`config.mk`:
```
export PLATFORM = sky130hd
export DESIGN_NAME = sbg_top
export DESIGN_NICKNAME = d
export VERILOG_FILES = /design/src/sbg_pkg.sv /design/src/sbg_bus_if.sv /design/src/sbg_top.sv /design/src/sbg_fifo.sv /design/src/sbg_divider.sv
export SDC_FILE = /design/constraint.sdc
export NUM_CORES = 1
export LEC_CHECK = 0
export BUFFER_PORTS_ARGS = -buffer_cell sky130_fd_sc_hd__buf_2
export CAP_MARGIN = 20
export CORE_ASPECT_RATIO = 1.75
export CORE_MARGIN = 4
export CORE_UTILIZATION = 25
export DETAILED_ROUTE_END_ITERATION = 6
export SETUP_SLACK_MARGIN = 0.5
export SLEW_MARGIN = 10
export SYNTH_ARGS = -nofsm -noshare
export SYNTH_HDL_FRONTEND = slang
export SYNTH_SLANG_ARGS = --single-unit
export TNS_END_PERCENT = 50
```
`constraint.sdc`:
```
create_clock -name clk_in -period 12.5 [get_ports clk_in]
set_input_delay 0.625 -clock clk_in [delete_from_list [all_inputs] [get_ports clk_in]]
set_output_delay 0.625 -clock clk_in [all_outputs]
set_load 0.02 [all_outputs]
```
`src/sbg_pkg.sv`:
```
/*
  package for the serial baud generator and data register block:
  register indices, field positions, reset values and divider constants.
  assumes nothing of its surroundings.
*/
package sbg_pkg;
  localparam logic [2:0] SBG_OFF_DATA = 3'h0;
  localparam logic [2:0] SBG_OFF_RATE = 3'h1;
  localparam logic [2:0] SBG_OFF_RXFINE = 3'h2;
  localparam logic [2:0] SBG_OFF_TXFINE = 3'h3;
  localparam logic [2:0] SBG_OFF_CTRL = 3'h4;
  localparam logic [2:0] SBG_OFF_STAT = 3'h5;
  localparam int SBG_COARSE_MSB = 7;
  localparam int SBG_COARSE_LSB = 6;
  localparam int SBG_TXSEL_MSB = 5;
  localparam int SBG_TXSEL_LSB = 3;
  localparam int SBG_RXSEL_MSB = 2;
  localparam int SBG_RXSEL_LSB = 0;
  localparam int SBG_CTRL_OFF_BIT = 0;
  localparam logic [7:0] SBG_RATE_RST = 8'h00;
  localparam logic [7:0] SBG_FINE_RST = 8'h00;
  localparam logic [3:0] SBG_PRE_1 = 4'h1;
  localparam logic [3:0] SBG_PRE_3 = 4'h3;
  localparam logic [3:0] SBG_PRE_4 = 4'h4;
  localparam logic [3:0] SBG_PRE_13 = 4'hd;
  localparam logic [4:0] SBG_OVERSAMPLE = 5'h10;
  localparam int SBG_FIFO_DEPTH = 8;
  localparam real SBG_CLK_NS = 10.0;
  localparam int SBG_CLK_CYCLE = int'(SBG_CLK_NS / SBG_CLK_NS);
endpackage

```
`src/sbg_bus_if.sv`:
```
/*
  interface carrying one byte stream with valid/ready between
  the block's own modules. assumes a single clock domain.
*/
`timescale 1ns/10ps
interface sbg_bus_if #(parameter int WIDTH = 8);
  logic valid;
  logic ready;
  logic [WIDTH-1:0] data;
  modport src (output valid, output data, input ready);
  modport snk (input valid, input data, output ready);
endinterface

```
`src/sbg_top.sv`:
```
/*
  data register and baud rate generation for an asynchronous serial master.
  assumes registers reached by plain strobe port, read data one cycle later;
  the shift registers live outside and meet this block by valid/ready for transmit, valid only for receive.
*/
// Added by the designer: the strobed register port and the placing of the registers.
`timescale 1ns/10ps
// Notes on behaviour
// - data read returns last received byte; write loads transmit byte.
// - separate transmit and receive holding registers behind one address.
// - transmit holding byte goes to the outgoing shifter.
// - receive holding register captures incoming shifter byte for reads.
// - coarse select divides clock by 1, 3, 4 or 13.
// - transmit select divides further by two to the code.
// - receive select divides by two to the code, independently.
// - non-zero transmit fine value multiplies the transmit factor.
// - non-zero receive fine value multiplies the receive factor.
// - receive fine divides the post-sixteen clock by 1 to 255.
// - transmit fine divides the post-sixteen clock by 1 to 255.
// - rate and fine registers reset to zero.
// - low-power bit stops prescalers and outputs after current byte.
module sbg_top
  import sbg_pkg::*;
#(
  parameter int DATA_W = 8,
  parameter int FIFO_DEPTH = SBG_FIFO_DEPTH
) (
  input wire logic clk_in,
  input wire logic rst_n_in,
  input wire logic ce_in,
  input wire logic [2:0] addr_in,
  input wire logic [7:0] wdata_in,
  input wire logic wr_in,
  input wire logic rd_in,
  output logic [7:0] rdata_out,
  output logic tx_valid_out,
  output logic [DATA_W-1:0] tx_data_out,
  input wire logic tx_ready_in,
  input wire logic tx_busy_in,
  input wire logic rx_valid_in,
  input wire logic [DATA_W-1:0] rx_data_in,
  input wire logic rx_busy_in,
  output logic tx_tick_out,
  output logic rx_tick_out,
  output logic tx_full_out
);
  logic [7:0] rate_select_reg;
  logic [7:0] rx_fine_divisor_reg;
  logic [7:0] tx_fine_divisor_reg;
  logic serial_low_power_off_reg;
  logic halted_reg;
  logic [DATA_W-1:0] rx_holding_reg;
  logic [7:0] rdata_reg;
  logic tx_valid_reg;
  logic [DATA_W-1:0] tx_holding_reg;
  logic tx_tick_reg;
  logic rx_tick_reg;
  logic tx_full_reg;
  logic tx_tick_w;
  logic rx_tick_w;

  sbg_bus_if #(.WIDTH(DATA_W)) fin ();
  sbg_bus_if #(.WIDTH(DATA_W)) fout ();

  // register decode
  wire wr_data = wr_in && addr_in == SBG_OFF_DATA;
  wire wr_rate = wr_in && addr_in == SBG_OFF_RATE;
  wire wr_rxf = wr_in && addr_in == SBG_OFF_RXFINE;
  wire wr_txf = wr_in && addr_in == SBG_OFF_TXFINE;
  wire wr_ctrl = wr_in && addr_in == SBG_OFF_CTRL;

  assign fin.valid = ce_in && wr_data;
  assign fin.data = DATA_W'(wdata_in);
  assign fout.ready = !tx_valid_reg || tx_ready_in;

  sbg_fifo #(.WIDTH(DATA_W), .DEPTH(FIFO_DEPTH)) u_fifo (
    .clk_in(clk_in),
    .rst_n_in(rst_n_in),
    .ce_in(ce_in && !halted_reg),
    .wr(fin.snk),
    .rd(fout.src)
  );

  wire idle_now = !tx_busy_in && !rx_busy_in && !tx_valid_reg;
  wire halted_next = serial_low_power_off_reg && (halted_reg || idle_now);

  wire [1:0] coarse_prescale_sel = rate_select_reg[SBG_COARSE_MSB:SBG_COARSE_LSB];
  wire [2:0] tx_rate_divisor_sel = rate_select_reg[SBG_TXSEL_MSB:SBG_TXSEL_LSB];
  wire [2:0] rx_rate_divisor_sel = rate_select_reg[SBG_RXSEL_MSB:SBG_RXSEL_LSB];
  wire [3:0] coarse_div_factor = (coarse_prescale_sel == 2'h0) ? SBG_PRE_1 :
                                 (coarse_prescale_sel == 2'h1) ? SBG_PRE_3 :
                                 (coarse_prescale_sel == 2'h2) ? SBG_PRE_4 : SBG_PRE_13;

  sbg_divider u_txdiv (
    .clk_in(clk_in),
    .rst_n_in(rst_n_in),
    .run_in(ce_in && !halted_reg),
    .coarse_in(coarse_div_factor),
    .pow_sel_in(tx_rate_divisor_sel),
    .fine_in(tx_fine_divisor_reg),
    .tick_out(tx_tick_w)
  );

  sbg_divider u_rxdiv (
    .clk_in(clk_in),
    .rst_n_in(rst_n_in),
    .run_in(ce_in && !halted_reg),
    .coarse_in(coarse_div_factor),
    .pow_sel_in(rx_rate_divisor_sel),
    .fine_in(rx_fine_divisor_reg),
    .tick_out(rx_tick_w)
  );

  // read mux
  wire [7:0] rd_mux = (addr_in == SBG_OFF_DATA) ? 8'(rx_holding_reg) :
                      (addr_in == SBG_OFF_RATE) ? rate_select_reg :
                      (addr_in == SBG_OFF_RXFINE) ? rx_fine_divisor_reg :
                      (addr_in == SBG_OFF_TXFINE) ? tx_fine_divisor_reg :
                      (addr_in == SBG_OFF_CTRL) ? {7'h00, serial_low_power_off_reg} :
                      (addr_in == SBG_OFF_STAT) ? {5'h00, halted_reg, !fin.ready, fout.valid} :
                      8'h00;

  always_ff @(posedge clk_in or negedge rst_n_in) begin
    if (!rst_n_in) begin
      rate_select_reg <= SBG_RATE_RST;
      rx_fine_divisor_reg <= SBG_FINE_RST;
      tx_fine_divisor_reg <= SBG_FINE_RST;
      serial_low_power_off_reg <= 1'b0;
      halted_reg <= 1'b0;
    end else if (ce_in) begin
      if (wr_rate) rate_select_reg <= wdata_in;
      if (wr_rxf) rx_fine_divisor_reg <= wdata_in;
      if (wr_txf) tx_fine_divisor_reg <= wdata_in;
      if (wr_ctrl) serial_low_power_off_reg <= wdata_in[SBG_CTRL_OFF_BIT];
      halted_reg <= halted_next;
    end
  end

  always_ff @(posedge clk_in or negedge rst_n_in) begin
    if (!rst_n_in) begin
      rx_holding_reg <= '0;
    end else if (ce_in && rx_valid_in && !halted_reg) begin
      rx_holding_reg <= rx_data_in;
    end
  end

  always_ff @(posedge clk_in or negedge rst_n_in) begin
    if (!rst_n_in) begin
      tx_valid_reg <= 1'b0;
      tx_holding_reg <= '0;
    end else if (ce_in && !halted_reg && fout.ready) begin
      tx_valid_reg <= fout.valid;
      if (fout.valid) tx_holding_reg <= fout.data;
    end
  end

  always_ff @(posedge clk_in or negedge rst_n_in) begin
    if (!rst_n_in) begin
      rdata_reg <= 8'h00;
      tx_tick_reg <= 1'b0;
      rx_tick_reg <= 1'b0;
      tx_full_reg <= 1'b0;
    end else if (ce_in) begin
      rdata_reg <= rd_in ? rd_mux : 8'h00;
      tx_tick_reg <= tx_tick_w && !halted_reg;
      rx_tick_reg <= rx_tick_w && !halted_reg;
      tx_full_reg <= !fin.ready;
    end
  end

  assign rdata_out = rdata_reg;
  assign tx_valid_out = tx_valid_reg;
  assign tx_data_out = tx_holding_reg;
  assign tx_tick_out = tx_tick_reg;
  assign rx_tick_out = rx_tick_reg;
  assign tx_full_out = tx_full_reg;

  // period watch, restarted by rate or fine writes or stops
  logic [22:0] tx_gap_reg;
  logic [22:0] rx_gap_reg;
  logic tx_gap_ok_reg;
  logic rx_gap_ok_reg;
  wire gap_restart = wr_rate || !ce_in || halted_reg;
  wire [22:0] tx_fine_mul = (tx_fine_divisor_reg == 8'h00) ? 23'h000001 :
                            23'(tx_fine_divisor_reg);
  wire [22:0] rx_fine_mul = (rx_fine_divisor_reg == 8'h00) ? 23'h000001 :
                            23'(rx_fine_divisor_reg);
  wire [22:0] tx_expect = 23'(coarse_div_factor) * (23'h000001 << tx_rate_divisor_sel)
                          * tx_fine_mul * 23'(SBG_OVERSAMPLE);
  wire [22:0] rx_expect = 23'(coarse_div_factor) * (23'h000001 << rx_rate_divisor_sel)
                          * rx_fine_mul * 23'(SBG_OVERSAMPLE);

  always_ff @(posedge clk_in or negedge rst_n_in) begin
    if (!rst_n_in) begin
      tx_gap_reg <= '0;
      tx_gap_ok_reg <= 1'b0;
    end else if (gap_restart || wr_txf) begin
      tx_gap_reg <= '0;
      tx_gap_ok_reg <= 1'b0;
    end else if (tx_tick_w) begin
      tx_gap_reg <= '0;
      tx_gap_ok_reg <= 1'b1;
    end else begin
      tx_gap_reg <= tx_gap_reg + 23'h000001;
    end
  end

  always_ff @(posedge clk_in or negedge rst_n_in) begin
    if (!rst_n_in) begin
      rx_gap_reg <= '0;
      rx_gap_ok_reg <= 1'b0;
    end else if (gap_restart || wr_rxf) begin
      rx_gap_reg <= '0;
      rx_gap_ok_reg <= 1'b0;
    end else if (rx_tick_w) begin
      rx_gap_reg <= '0;
      rx_gap_ok_reg <= 1'b1;
    end else begin
      rx_gap_reg <= rx_gap_reg + 23'h000001;
    end
  end

  // checks
  property p_rx_read;
    @(posedge clk_in) disable iff (!rst_n_in)
    ce_in && rd_in && addr_in == SBG_OFF_DATA |=> rdata_out == 8'($past(rx_holding_reg));
  endproperty
  a_rx_read: assert property (p_rx_read) else $error("data read wrong");

  property p_write_keeps_rx;
    @(posedge clk_in) disable iff (!rst_n_in)
    ce_in && wr_data && !rx_valid_in |=> $stable(rx_holding_reg);
  endproperty
  a_write_keeps_rx: assert property (p_write_keeps_rx) else $error("write altered rx");

  property p_tx_path;
    @(posedge clk_in) disable iff (!rst_n_in)
    ce_in && !halted_reg && fout.valid && fout.ready |=> tx_valid_out && tx_data_out == $past(fout.data);
  endproperty
  a_tx_path: assert property (p_tx_path) else $error("tx byte not passed");

  property p_rx_cap;
    @(posedge clk_in) disable iff (!rst_n_in)
    ce_in && rx_valid_in && !halted_reg |=> rx_holding_reg == $past(rx_data_in);
  endproperty
  a_rx_cap: assert property (p_rx_cap) else $error("rx not captured");

  property p_coarse;
    @(posedge clk_in) disable iff (!rst_n_in)
    coarse_prescale_sel == 2'h3 |-> coarse_div_factor == 4'hd;
  endproperty
  a_coarse: assert property (p_coarse) else $error("coarse factor wrong");

  property p_tx_rate;
    @(posedge clk_in) disable iff (!rst_n_in)
    tx_gap_ok_reg && tx_tick_w |-> tx_gap_reg == tx_expect - 23'h000001;
  endproperty
  a_tx_rate: assert property (p_tx_rate) else $error("tx rate wrong");

  property p_rx_rate;
    @(posedge clk_in) disable iff (!rst_n_in)
    rx_gap_ok_reg && rx_tick_w |-> rx_gap_reg == rx_expect - 23'h000001;
  endproperty
  a_rx_rate: assert property (p_rx_rate) else $error("rx rate wrong");

  property p_reset_zero;
    @(posedge clk_in) $rose(rst_n_in) |-> rate_select_reg == 8'h00 && tx_fine_divisor_reg == 8'h00;
  endproperty
  a_reset_zero: assert property (p_reset_zero) else $error("reset values wrong");

  property p_halt_quiet;
    @(posedge clk_in) disable iff (!rst_n_in)
    ce_in && halted_reg |=> !tx_tick_out && !rx_tick_out;
  endproperty
  a_halt_quiet: assert property (p_halt_quiet) else $error("ticks while stopped");

  property p_halt_between;
    @(posedge clk_in) disable iff (!rst_n_in)
    ce_in && !halted_reg && (tx_busy_in || rx_busy_in) |=> !halted_reg;
  endproperty
  a_halt_between: assert property (p_halt_between) else $error("stopped mid byte");

  c_write_data: cover property (@(posedge clk_in) wr_data);
  c_fifo_full: cover property (@(posedge clk_in) !fin.ready);
  c_halted: cover property (@(posedge clk_in) halted_reg);
  c_fine_tick: cover property (@(posedge clk_in) tx_fine_divisor_reg != 8'h00 && tx_tick_w);
endmodule

```
`src/sbg_fifo.sv`:
```
/*
  small flip-flop fifo, parameter width and depth, valid/ready on both sides.
  assumes one clock, asynchronous active-low reset.
*/
`timescale 1ns/10ps
module sbg_fifo #(
  parameter int WIDTH = 8,
  parameter int DEPTH = 8
) (
  input wire logic clk_in,
  input wire logic rst_n_in,
  input wire logic ce_in,
  sbg_bus_if.snk wr,
  sbg_bus_if.src rd
);
  localparam int AW = $clog2(DEPTH);
  logic [WIDTH-1:0] mem_reg [DEPTH];
  logic [AW-1:0] wp_reg;
  logic [AW-1:0] rp_reg;
  logic [AW:0] cnt_reg;
  wire do_wr = ce_in && wr.valid && wr.ready;
  wire do_rd = ce_in && rd.valid && rd.ready;
  assign wr.ready = (cnt_reg != (AW+1)'(DEPTH));
  assign rd.valid = (cnt_reg != '0);
  assign rd.data = mem_reg[rp_reg];
  always_ff @(posedge clk_in) begin
    if (do_wr) begin
      mem_reg[wp_reg] <= wr.data;
    end
  end
  always_ff @(posedge clk_in or negedge rst_n_in) begin
    if (!rst_n_in) begin
      wp_reg <= '0;
      rp_reg <= '0;
      cnt_reg <= '0;
    end else begin
      if (do_wr) wp_reg <= (wp_reg == AW'(DEPTH-1)) ? '0 : wp_reg + 1'b1;
      if (do_rd) rp_reg <= (rp_reg == AW'(DEPTH-1)) ? '0 : rp_reg + 1'b1;
      cnt_reg <= cnt_reg + (AW+1)'(do_wr) - (AW+1)'(do_rd);
    end
  end
  property p_no_overrun;
    @(posedge clk_in) disable iff (!rst_n_in)
    cnt_reg <= (AW+1)'(DEPTH);
  endproperty
  a_no_overrun: assert property (p_no_overrun) else $error("fifo count above depth");
endmodule

```
`src/sbg_divider.sv`:
```
/*
  one rate clock generator: coarse, power-of-two, fine and oversample factors
  multiplied into one counter with a single tick pulse. assumes one clock, enable low holds the count and clears the tick.
*/
`timescale 1ns/10ps
module sbg_divider
  import sbg_pkg::*;
#(
  // holds the largest product, 13 * 128 * 255 * 16
  parameter int CW = 23
) (
  input wire logic clk_in,
  input wire logic rst_n_in,
  input wire logic run_in,
  input wire logic [3:0] coarse_in,
  input wire logic [2:0] pow_sel_in,
  input wire logic [7:0] fine_in,
  output logic tick_out
);
  logic [CW-1:0] cnt_reg;
  logic tick_reg;
  wire [7:0] fine_eff = (fine_in == 8'h00) ? 8'h01 : fine_in;
  wire [7:0] pow_factor = 8'h01 << pow_sel_in;
  wire [CW-1:0] total = CW'(coarse_in) * CW'(pow_factor) * CW'(fine_eff) * CW'(SBG_OVERSAMPLE);
  wire at_end = (cnt_reg >= total - CW'(1));
  always_ff @(posedge clk_in or negedge rst_n_in) begin
    if (!rst_n_in) begin
      cnt_reg <= '0;
      tick_reg <= 1'b0;
    end else if (run_in) begin
      cnt_reg <= at_end ? '0 : cnt_reg + CW'(1);
      tick_reg <= at_end;
    end else begin
      tick_reg <= 1'b0;
    end
  end
  assign tick_out = tick_reg;
endmodule

```
==> results of run 1 <==
## report_power, final
group / switching [mW] / internal (mW) / leakage, nW / total, mW
clock network: 0.226 / 0.286 / 0.273 / 0.512
logic: 1.40 / 0.989 / 6.42 / 2.39
registers: 0.164 / 0.680 / 2.00 / 0.844
## stage by stage
| stage | power, mW | setup WS, ns | utilization, % | instance area (sq um) |
|---|---|---|---|---|
| 6_report | 3.75 | 1.82 | 28.0 | 18900 |
| 5_1_grt | 4.11 | 0.840 | 28.0 | 18900 |
| 4_1_cts | 3.79 | 1.74 | 28.0 | 18900 |
| 3_5_place_dp | 3.26 | 1.79 | 27.1 | 18300 |
| 3_3_place_gp | 3.17 | 2.03 | 27.1 | 18300 |
| 2_1_floorplan | 2.62 | 3.24 | - | 17100 |
## synthesized netlist by cell type (6+ instances only)
| cell | count | area (sq um) |
|---|---|---|
| a21o_1 | 30 | 225 |
| a21oi_1 | 56 | 280 |
| a31oi_1 | 7 | 43.8 |
| and2_1 | 129 | 807 |
| and3_1 | 13 | 81.3 |
| clkbuf_1 | 45 | 169 |
| dfrtp_1 | 112 | 2800 |
| edfxtp_1 | 64 | 1920 |
| fa_1 | 143 | 2860 |
| ha_1 | 160 | 2000 |
| inv_1 | 195 | 732 |
| mux2_2 | 38 | 428 |
| mux2i_1 | 14 | 140 |
| mux4_2 | 17 | 383 |
| nand2_1 | 145 | 544 |
| nand2b_1 | 21 | 131 |
| nand3_1 | 32 | 160 |
| nand3b_1 | 6 | 45.0 |
| nand4_1 | 16 | 100 |
| nor2_1 | 138 | 518 |
| nor2b_1 | 22 | 138 |
| nor3_1 | 55 | 275 |
| o21a_1 | 6 | 45.0 |
| o21ai_0 | 34 | 170 |
| o21bai_1 | 9 | 67.6 |
| o221ai_1 | 7 | 61.3 |
| o31ai_1 | 6 | 45.0 |
| or2_2 | 11 | 68.8 |
| or3_1 | 12 | 75.1 |
| xnor2_1 | 61 | 534 |
| xor2_1 | 51 | 447 |
## cell type report
class / count / area [sq um] / share of cell area [%]
Antenna cell: 1 / 2.50 / 0.0133
Clock buffer: 20 / 457 / 2.42
Clock inverter: 12 / 110 / 0.583
Tap cell: 896 / 1120 / 5.94
Multi-Input combinational cell: 1318 / 11400 / 60.4
Timing Repair Buffer: 58 / 325 / 1.72
Sequential cell: 176 / 4720 / 25.0
Inverter: 195 / 732 / 3.88
## routing by layer
layer	up-vias	track usage [%]	wire length (um)
met5	-	0	0
met4	0	4.05	1280
met3	63	1.68	1070
met2	171	22.6	23300
met1	6276	12.3	16300
li1	5914	-	-
## worst paths after layout
kind,from,endpoint,slack (ns)
setup / recovery,rate_select_reg[7],u_txdiv.cnt_reg[14],1.82
hold / removal,rst_n_in,rate_select_reg[7],0.23
setup reg to reg,rate_select_reg[7],u_txdiv.cnt_reg[14],1.82
hold reg to reg,u_rxdiv.tick_out,rx_tick_out,0.46
max in group asynchronous,rst_n_in,rx_fine_divisor_reg[0],10.95
min in group clk_in,rx_data_in[5],rx_holding_reg[5],0.44
## cell families after synthesis
family / Yosys count / share of synthesized area, %
AND/OR/NAND/NOR: 623 / 18.3
adder cells (fa/ha/maj): 303 / 28.5
buffers and inverters: 248 / 5.49
AO/OA/AOI/OAI: 211 / 8.63
flip-flops: 176 / 27.7
XOR/XNOR: 112 / 5.75
multiplexers: 69 / 5.57
## worst max-delay path: cells and delay by family, from the launching register on
family	cells	cell delay [ns]
compound gates	12	3.06
flops	1	0.54
simple gates	8	2.11
fa+ha+maj	9	4.03
xor+xnor	3	0.80
## cells in the final DEF (no fill, tap or decap), drive strengths merged, types with 30 or more instances in the layout
cell and count:
a21o 30, xnor2 61, o21ai 37, a21oi 57
nor2 138, fa 143, and2 129, xor2 51
buf 57, nand2 145, nor3 55, mux2 38
dfrtp 112, ha 160, nand3 32, inv 197
edfxtp 64
==> results_dict.tcl, run 1 <==
set metrics [dict create \
    run_status "finished, final reports clean" \
    async_flop_share_pct 63.6 \
    pin_count 48 \
    start_kind "register" \
    antenna_found_initial 3 \
    netlist_instances 1742 \
    vdd_drop_max_uv 106 \
    track_usage_pct 11.5 \
    clk_latency_ns 0.42 \
    post_cts_buffers 0 \
    grt_first_pass_wirelength_um 68600 \
    max_freq_mhz 93.7 \
    timing.hold.ws_ns 0.232 \
    first_pass_iters 4 \
    grt_pass1_vias 13300 \
    synth_nets 2073 \
    critPathMaxFanout 18 \
    cts.sinks 176 \
    crit_path_end_kind "register" \
    postSynthAreaPerCell_sq_um 9.79 \
    n_fill_cell 7184 \
    cts-hold-fix-buffers 0 \
    coreArea_sq_mm 0.0675 \
    relSlewSlack_pct 25.7 \
    routedWlPerCell_um 15.7 \
    htreeDepth 4 \
    synth_edf_count 64 \
    worstMarginPinSlew_ns 1.11 \
    start_util_pct 25.3 \
    reg2regPathDepth 32 \
    critPathArrivalTime_ns 10.96 \
    netlist_area_sq_mm 0.0171 \
    setup_viol 0 \
    synth.distinct_cells 73 \
    fin_cells 2676 \
    cts-root-buf "clkbuf_16" \
    drive_gt1_share_pct 9.50 \
    rows 126 \
    synth.yosys.warnings 0 \
    cts_buffers 17 \
    seq_area_frac_synth_pct 27.7 \
    clk_pin_slew_worst_paths_ns 0.07 \
    finalMaxSlewViolations 0 \
    post-route-period-util_pct 85.4 \
    dieArea_sq_mm 0.0726 \
    worstHoldPathType "in -> async" \
    p_per_area_mw_per_mm2 198 \
    synth_seq_cells 176 \
    drt.antenna.violating_nets 0 \
    die_w_um 205 \
    portBuffers 47 \
    dp.cells 2642 \
    required_ns 12.78 \
    largest_reg_flops 64 \
    hpwl_um 33700 \
    drt_wl_total_um 41900 \
    drt_iter0_markers 477 \
    rsz0062_at_grt "no" \
    synth_ff_type "dfrtp_1" \
    syn2layout_area_growth_pct 10.6 \
    hold_viol 0 \
    via_per_inst 4.64 \
    clock_skew_ns 0.0122 \
    path_common_cell "fa_1" \
    routabilityCongestion 0.846 \
    grt_max_degree 66 \
    period_minus_slack_ns 10.68 \
    path_class "reg -> reg" \
    slowest_stage "a2111oi_0" \
    fp.dieH_um 354 \
    overflow 0 \
    route.vias.total 12400 \
    layout.nets 2097 \
    drv_cap 0 \
    tns_ns 0 \
    cts_tree "built" \
    critPathMaxStageDelay_ns 0.67 \
    p_leak_nw 8.70 \
    cts_resized 0 \
    drc 0 \
    clock_path_buffers 2 \
]
(Power assumes the default switching activity.)
==> inputs of run 2 (changes only) <==
clock period = 11.3 ns   (was 12.5 ns; I/O delays follow)
==> run 2 against run 1 <==
Net effect: cell count is 0.15% higher; power is 11% higher; clock power is 12% higher; first-iteration DRC count is 1.9% lower; largest power group unchanged; critical endpoint is now u_rxdiv.cnt_reg[0]; combinational power is 11% higher.
==> results_dict.tcl, run 2 (same netlist as run 1, synthesis figures left out) <==
set metrics [dict create \
    drt_wl_total_um 41800 \
    run_status "finished, final reports clean" \
    rsz0062_at_grt "no" \
    final_area_sq_mm 0.0189 \
    clkPwrFrac_pct 13.8 \
    drc 0 \
    cts-hold-fix-buffers 0 \
    n_fill_cell 7141 \
    start_util_pct 25.3 \
    cts.sinks 176 \
    crit_path_end_kind "register" \
    drive_gt1_share_pct 9.81 \
    finalMaxSlewViolations 0 \
    clk_pin_slew_worst_paths_ns 0.07 \
    final_common_cell "inv_1" \
    routabilityCongestion 0.864 \
    cp_top_family "adder cells" \
    worstMarginPinSlew_ns 0.985 \
    place_area_sq_mm 0.0183 \
    portBuffers 47 \
    syn2layout_area_growth_pct 11.0 \
    drt_iter0_markers 468 \
    cts-root-buf "clkbuf_16" \
    grt_first_pass_wirelength_um 69700 \
    via_per_inst 4.62 \
    fp.dieH_um 354 \
    critPathMaxStageDelay_ns 0.64 \
    grt_pass1_vias 13400 \
    seqPwrFrac_pct 22.4 \
    pin_count 48 \
    clock_path_buffers 2 \
    post_cts_buffers 0 \
    cts_resized 0 \
    worstHoldPathType "in -> async" \
    switchingPower_mw 1.97 \
    comb_power_share_pct 63.8 \
    slowest_stage "a2111oi_2" \
    overflow 0 \
    first_pass_iters 4 \
    dieArea_sq_mm 0.0726 \
    track_usage_pct 11.7 \
    critPathArrivalTime_ns 10.36 \
    p_per_area_mw_per_mm2 219 \
    path_class "reg -> reg" \
    final_cell_mix "inv_1 (195), ha_1 (160), nand2_1 (145)" \
    clock_skew_ns 0.0149 \
    critPathMaxFanout 20 \
    largest_reg_flops 64 \
    p_leak_nw 8.73 \
    relSlewSlack_pct 33.8 \
    switching_share_pct 47.4 \
    drv_cap 0 \
    vdd_drop_max_uv 105 \
    htreeDepth 4 \
    required_ns 11.64 \
    routedWlPerCell_um 15.6 \
    hpwl_um 33600 \
    cts_tree "built" \
    rows 126 \
    die_w_um 205 \
    cts_buffers 17 \
    drt.antenna.violating_nets 0 \
    path_common_cell "fa_1" \
    antenna_found_initial 3 \
    period_minus_slack_ns 10.03 \
    finalPower_mw 4.16 \
    start_kind "register" \
    clk_latency_ns 0.42 \
    grt_max_degree 65 \
    post-route-period-util_pct 88.7 \
    setup_viol 0 \
    max_freq_mhz 99.7 \
    layout.nets 2101 \
    p_int_mw 2.18 \
    hold_viol 0 \
    coreArea_sq_mm 0.0675 \
    route.vias.total 12400 \
    crit_buf_inv 1 \
    tns_ns 0 \
]
[run 2: cell count changes in the layout (fill, tap and decap cells not counted), sizes merged]
cell and change:
clkinv -3, clkinvlp -1, buf +4, clkbuf +4
[run 2: cell type report]
type,instances,area [sq um],area share (%)
multi-input combinational,1318,11400,60.3
clock buffer,24,493,2.60
sequential,176,4720,24.9
clock inverter,8,76.3,0.403
antenna,1,2.50,0.0132
tap,896,1120,5.92
inverter,195,732,3.87
timing repair buffer,62,365,1.93
[run 2: worst register-to-register path: cells and delay by family (launching register included)]
kind            cells  cell delay (ns)
buf+inv             1             0.07
simple gates        8             1.97
xor+xnor            2             0.77
compound gates     12             2.68
fa+ha+maj           9             3.88
flops               1             0.58
[run 2: through the flow]
step	cells	worst slack (ns)	hold slack [ns]	utilization, %
finish	2680	1.27	0.177	28.1
global route	2679	0.557	0.238	28.1
CTS	2677	0.691	0.210	28.0
detailed placement	2645	0.766	0.447	27.2
global placement	2644	0.974	0.443	27.1
floorplan	1742	2.04	0.269	-
[run 2: final timing paths]
| kind | startpoint | to | slack [ns] | cells past startpoint |
|---|---|---|---|---|
| max in group asynchronous | rst_n_in | u_fifo.cnt_reg[0] | 9.79 | 2 |
| min in group clk_in | rx_data_in[5] | rx_holding_reg[5] | 0.36 | 2 |
| max | rate_select_reg[2] | u_rxdiv.cnt_reg[0] | 1.27 | 32 |
| min reg2reg | u_rxdiv.tick_out | rx_tick_out | 0.46 | 2 |
| max reg2reg | rate_select_reg[2] | u_rxdiv.cnt_reg[0] | 1.27 | 32 |
| min | rst_n_in | rate_select_reg[2] | 0.18 | 1 |
[run 2: power groups by stage]
stage          logic (mW)  clock network, mW  registers [mW]
2_1_floorplan        2.04                  0           0.854
3_3_place_gp         2.58                  0           0.950
3_5_place_dp         2.67                  0           0.944
4_1_cts              2.69              0.583           0.933
5_1_grt              3.01              0.613           0.953
6_report             2.65              0.573           0.933
[run 2: per-layer routing]
layer,GRT usage (%),share of wire [%]
met1,13.0,39
met2,22.6,56
met3,1.17,2.2
met4,4.18,3.3
met5,0,0
==> inputs of run 3 (changes only) <==
REMOVE_ABC_BUFFERS = 1   (was default)
==> run 3 against run 2 <==
Net effect: sequential power up 0.4%; clock power rose by 9.4%; power down 1.5%; combinational power down 5%; flip-flop and latch count unchanged; maximum frequency is 0.55% lower; register-to-register slack got worse by 0.06 ns; first-iteration DRC count shrank 1.3%; count of clock-buffer cells in the layout down 7; critical path depth increased by 1; via count up 0.19%; worst setup slack worse by 0.055 ns; critical endpoint is now u_txdiv.cnt_reg[19]; largest power group unchanged.
==> results_dict.tcl, run 3 (same netlist as run 1, synthesis figures left out) <==
set metrics [dict create \
    run_status "finished, final reports clean" \
    max_freq_mhz 99.2 \
    pin_count 48 \
    dp_slack_ns 0.965 \
    hpwl_um 32300 \
    crit_buf_inv 1 \
    die_w_um 205 \
    setup_viol 0 \
    p_leak_nw 8.75 \
    path_class "reg -> reg" \
    reg2regPathDepth 33 \
    drt_wl_total_um 40300 \
    syn2layout_area_growth_pct 11.3 \
    clk_latency_ns 0.45 \
    coreArea_sq_mm 0.0675 \
    dieArea_sq_mm 0.0726 \
    post_cts_buffers 0 \
    grt_first_pass_wirelength_um 67000 \
    critPathMaxFanout 19 \
    layout.nets 2097 \
    track_usage_pct 11.3 \
    cp_top_family "adder cells" \
    seq_area_sq_mm 0.00472 \
    drv_cap 0 \
    htreeDepth 4 \
    final_cell_mix "inv_1 (195), ha_1 (160), nand2_1 (145)" \
    drt.antenna.violating_nets 0 \
    drc 0 \
    seqPwrFrac_pct 22.9 \
    p_per_area_mw_per_mm2 216 \
    dp.cells 2641 \
    routedWlPerCell_um 15.1 \
    finalMaxSlewViolations 0 \
    worstMarginPinSlew_ns 1.06 \
    multiInputGateArea_sq_mm 0.0114 \
    grt_pass1_vias 13500 \
    routabilityCongestion 0.833 \
    via_per_inst 4.63 \
    overflow 0 \
    clock_path_buffers 2 \
    final_util_pct 28.1 \
    clock_skew_ns 0.0127 \
    cp.depth 33 \
    cts.sinks 176 \
    clkPwrFrac_pct 15.3 \
    final_area_sq_mm 0.0190 \
    post-route-period-util_pct 89.2 \
    rsz0062_at_grt "no" \
    drt_iter0_markers 462 \
    place_area_sq_mm 0.0183 \
    required_ns 11.68 \
    portBuffers 47 \
    relSlewSlack_pct 28.7 \
    timing.hold.ws_ns 0.0640 \
    start_kind "register" \
    route.vias.total 12400 \
    first_pass_iters 5 \
    critPathArrivalTime_ns 10.46 \
    setup_ws_ns 1.22 \
    n_fill_cell 7124 \
    cts-root-buf "clkbuf_16" \
    grt_max_degree 77 \
    largest_reg_flops 64 \
    comb_power_share_pct 61.8 \
    switchingPower_mw 1.94 \
    crit_path_end_kind "register" \
    worstHoldPathType "in -> async" \
    switching_share_pct 47.5 \
    drive_gt1_share_pct 9.84 \
    n_antenna_cell 0 \
    cts_tree "built" \
    path_common_cell "fa_1" \
    rows 126 \
    antenna_found_initial 3 \
    slowest_stage "dfrtp_1" \
    fin_cells 2675 \
    cts_buffers 17 \
    vdd_drop_max_uv 126 \
    finalPower_mw 4.09 \
    final_common_cell "inv_1" \
    tns_ns 0 \
    p_int_mw 2.15 \
    critPathMaxStageDelay_ns 0.59 \
    clk_pin_slew_worst_paths_ns 0.09 \
    start_util_pct 25.3 \
    fp.dieH_um 354 \
    hold_viol 0 \
    period_minus_slack_ns 10.08 \
]
## run 3: cell types whose count changed in the layout (fill, tap and decap cells not counted), sizes merged
cell      previous run  this run
buf                 61        58
bufinv               1         0
clkbuf              25        17
clkinv               3         5
clkinvlp             2         0
diode                1         0
inv                197       205
## run 3: power by group through the flow
stage,clock network (mW),registers (mW),logic [mW]
3_3_place_gp,0,0.952,2.45
3_5_place_dp,0,0.947,2.54
4_1_cts,0.647,0.935,2.56
6_report,0.627,0.937,2.53
5_1_grt,0.666,0.955,2.90
2_1_floorplan,0,0.907,1.96
## run 3: path summary, 6_finish.rpt
kind,startpoint,to,slack (ns)
setup / recovery,rate_select_reg[4],u_txdiv.cnt_reg[19],1.22
hold / removal,rst_n_in,tx_data_out[1],0.06
setup reg to reg,rate_select_reg[4],u_txdiv.cnt_reg[19],1.22
hold reg to reg,u_txdiv.tick_out,tx_tick_out,0.50
max in group asynchronous,rst_n_in,u_rxdiv.cnt_reg[0],10.06
min in group clk_in,rx_data_in[2],rx_holding_reg[2],0.35
## run 3: area by class of cell
class / instances / area share (%)
Tap cell: 896 / 5.91
Multi-Input combinational cell: 1318 / 60.2
Inverter: 195 / 3.86
Clock inverter: 15 / 1.11
Sequential cell: 176 / 24.9
Clock buffer: 17 / 2.24
Timing Repair Buffer: 58 / 1.82
## run 3: per-layer routing
metal  share of wire (%)  routed length, um  track usage (%)  vias up
met5                   0                  0                0        -
met4                 3.5               1430             4.64        0
met3                 3.1               1240             1.58       79
met2                  55              22200             22.0      207
met1                  38              15400             12.0     6209
li1                    -                  -                -     5900
## run 3: what timing repair did
action	CTS	global route
gates resized for setup	0	4
endpoints found under the setup margin	0	41
hold buffers	0	0
endpoints found under the hold margin	0	0
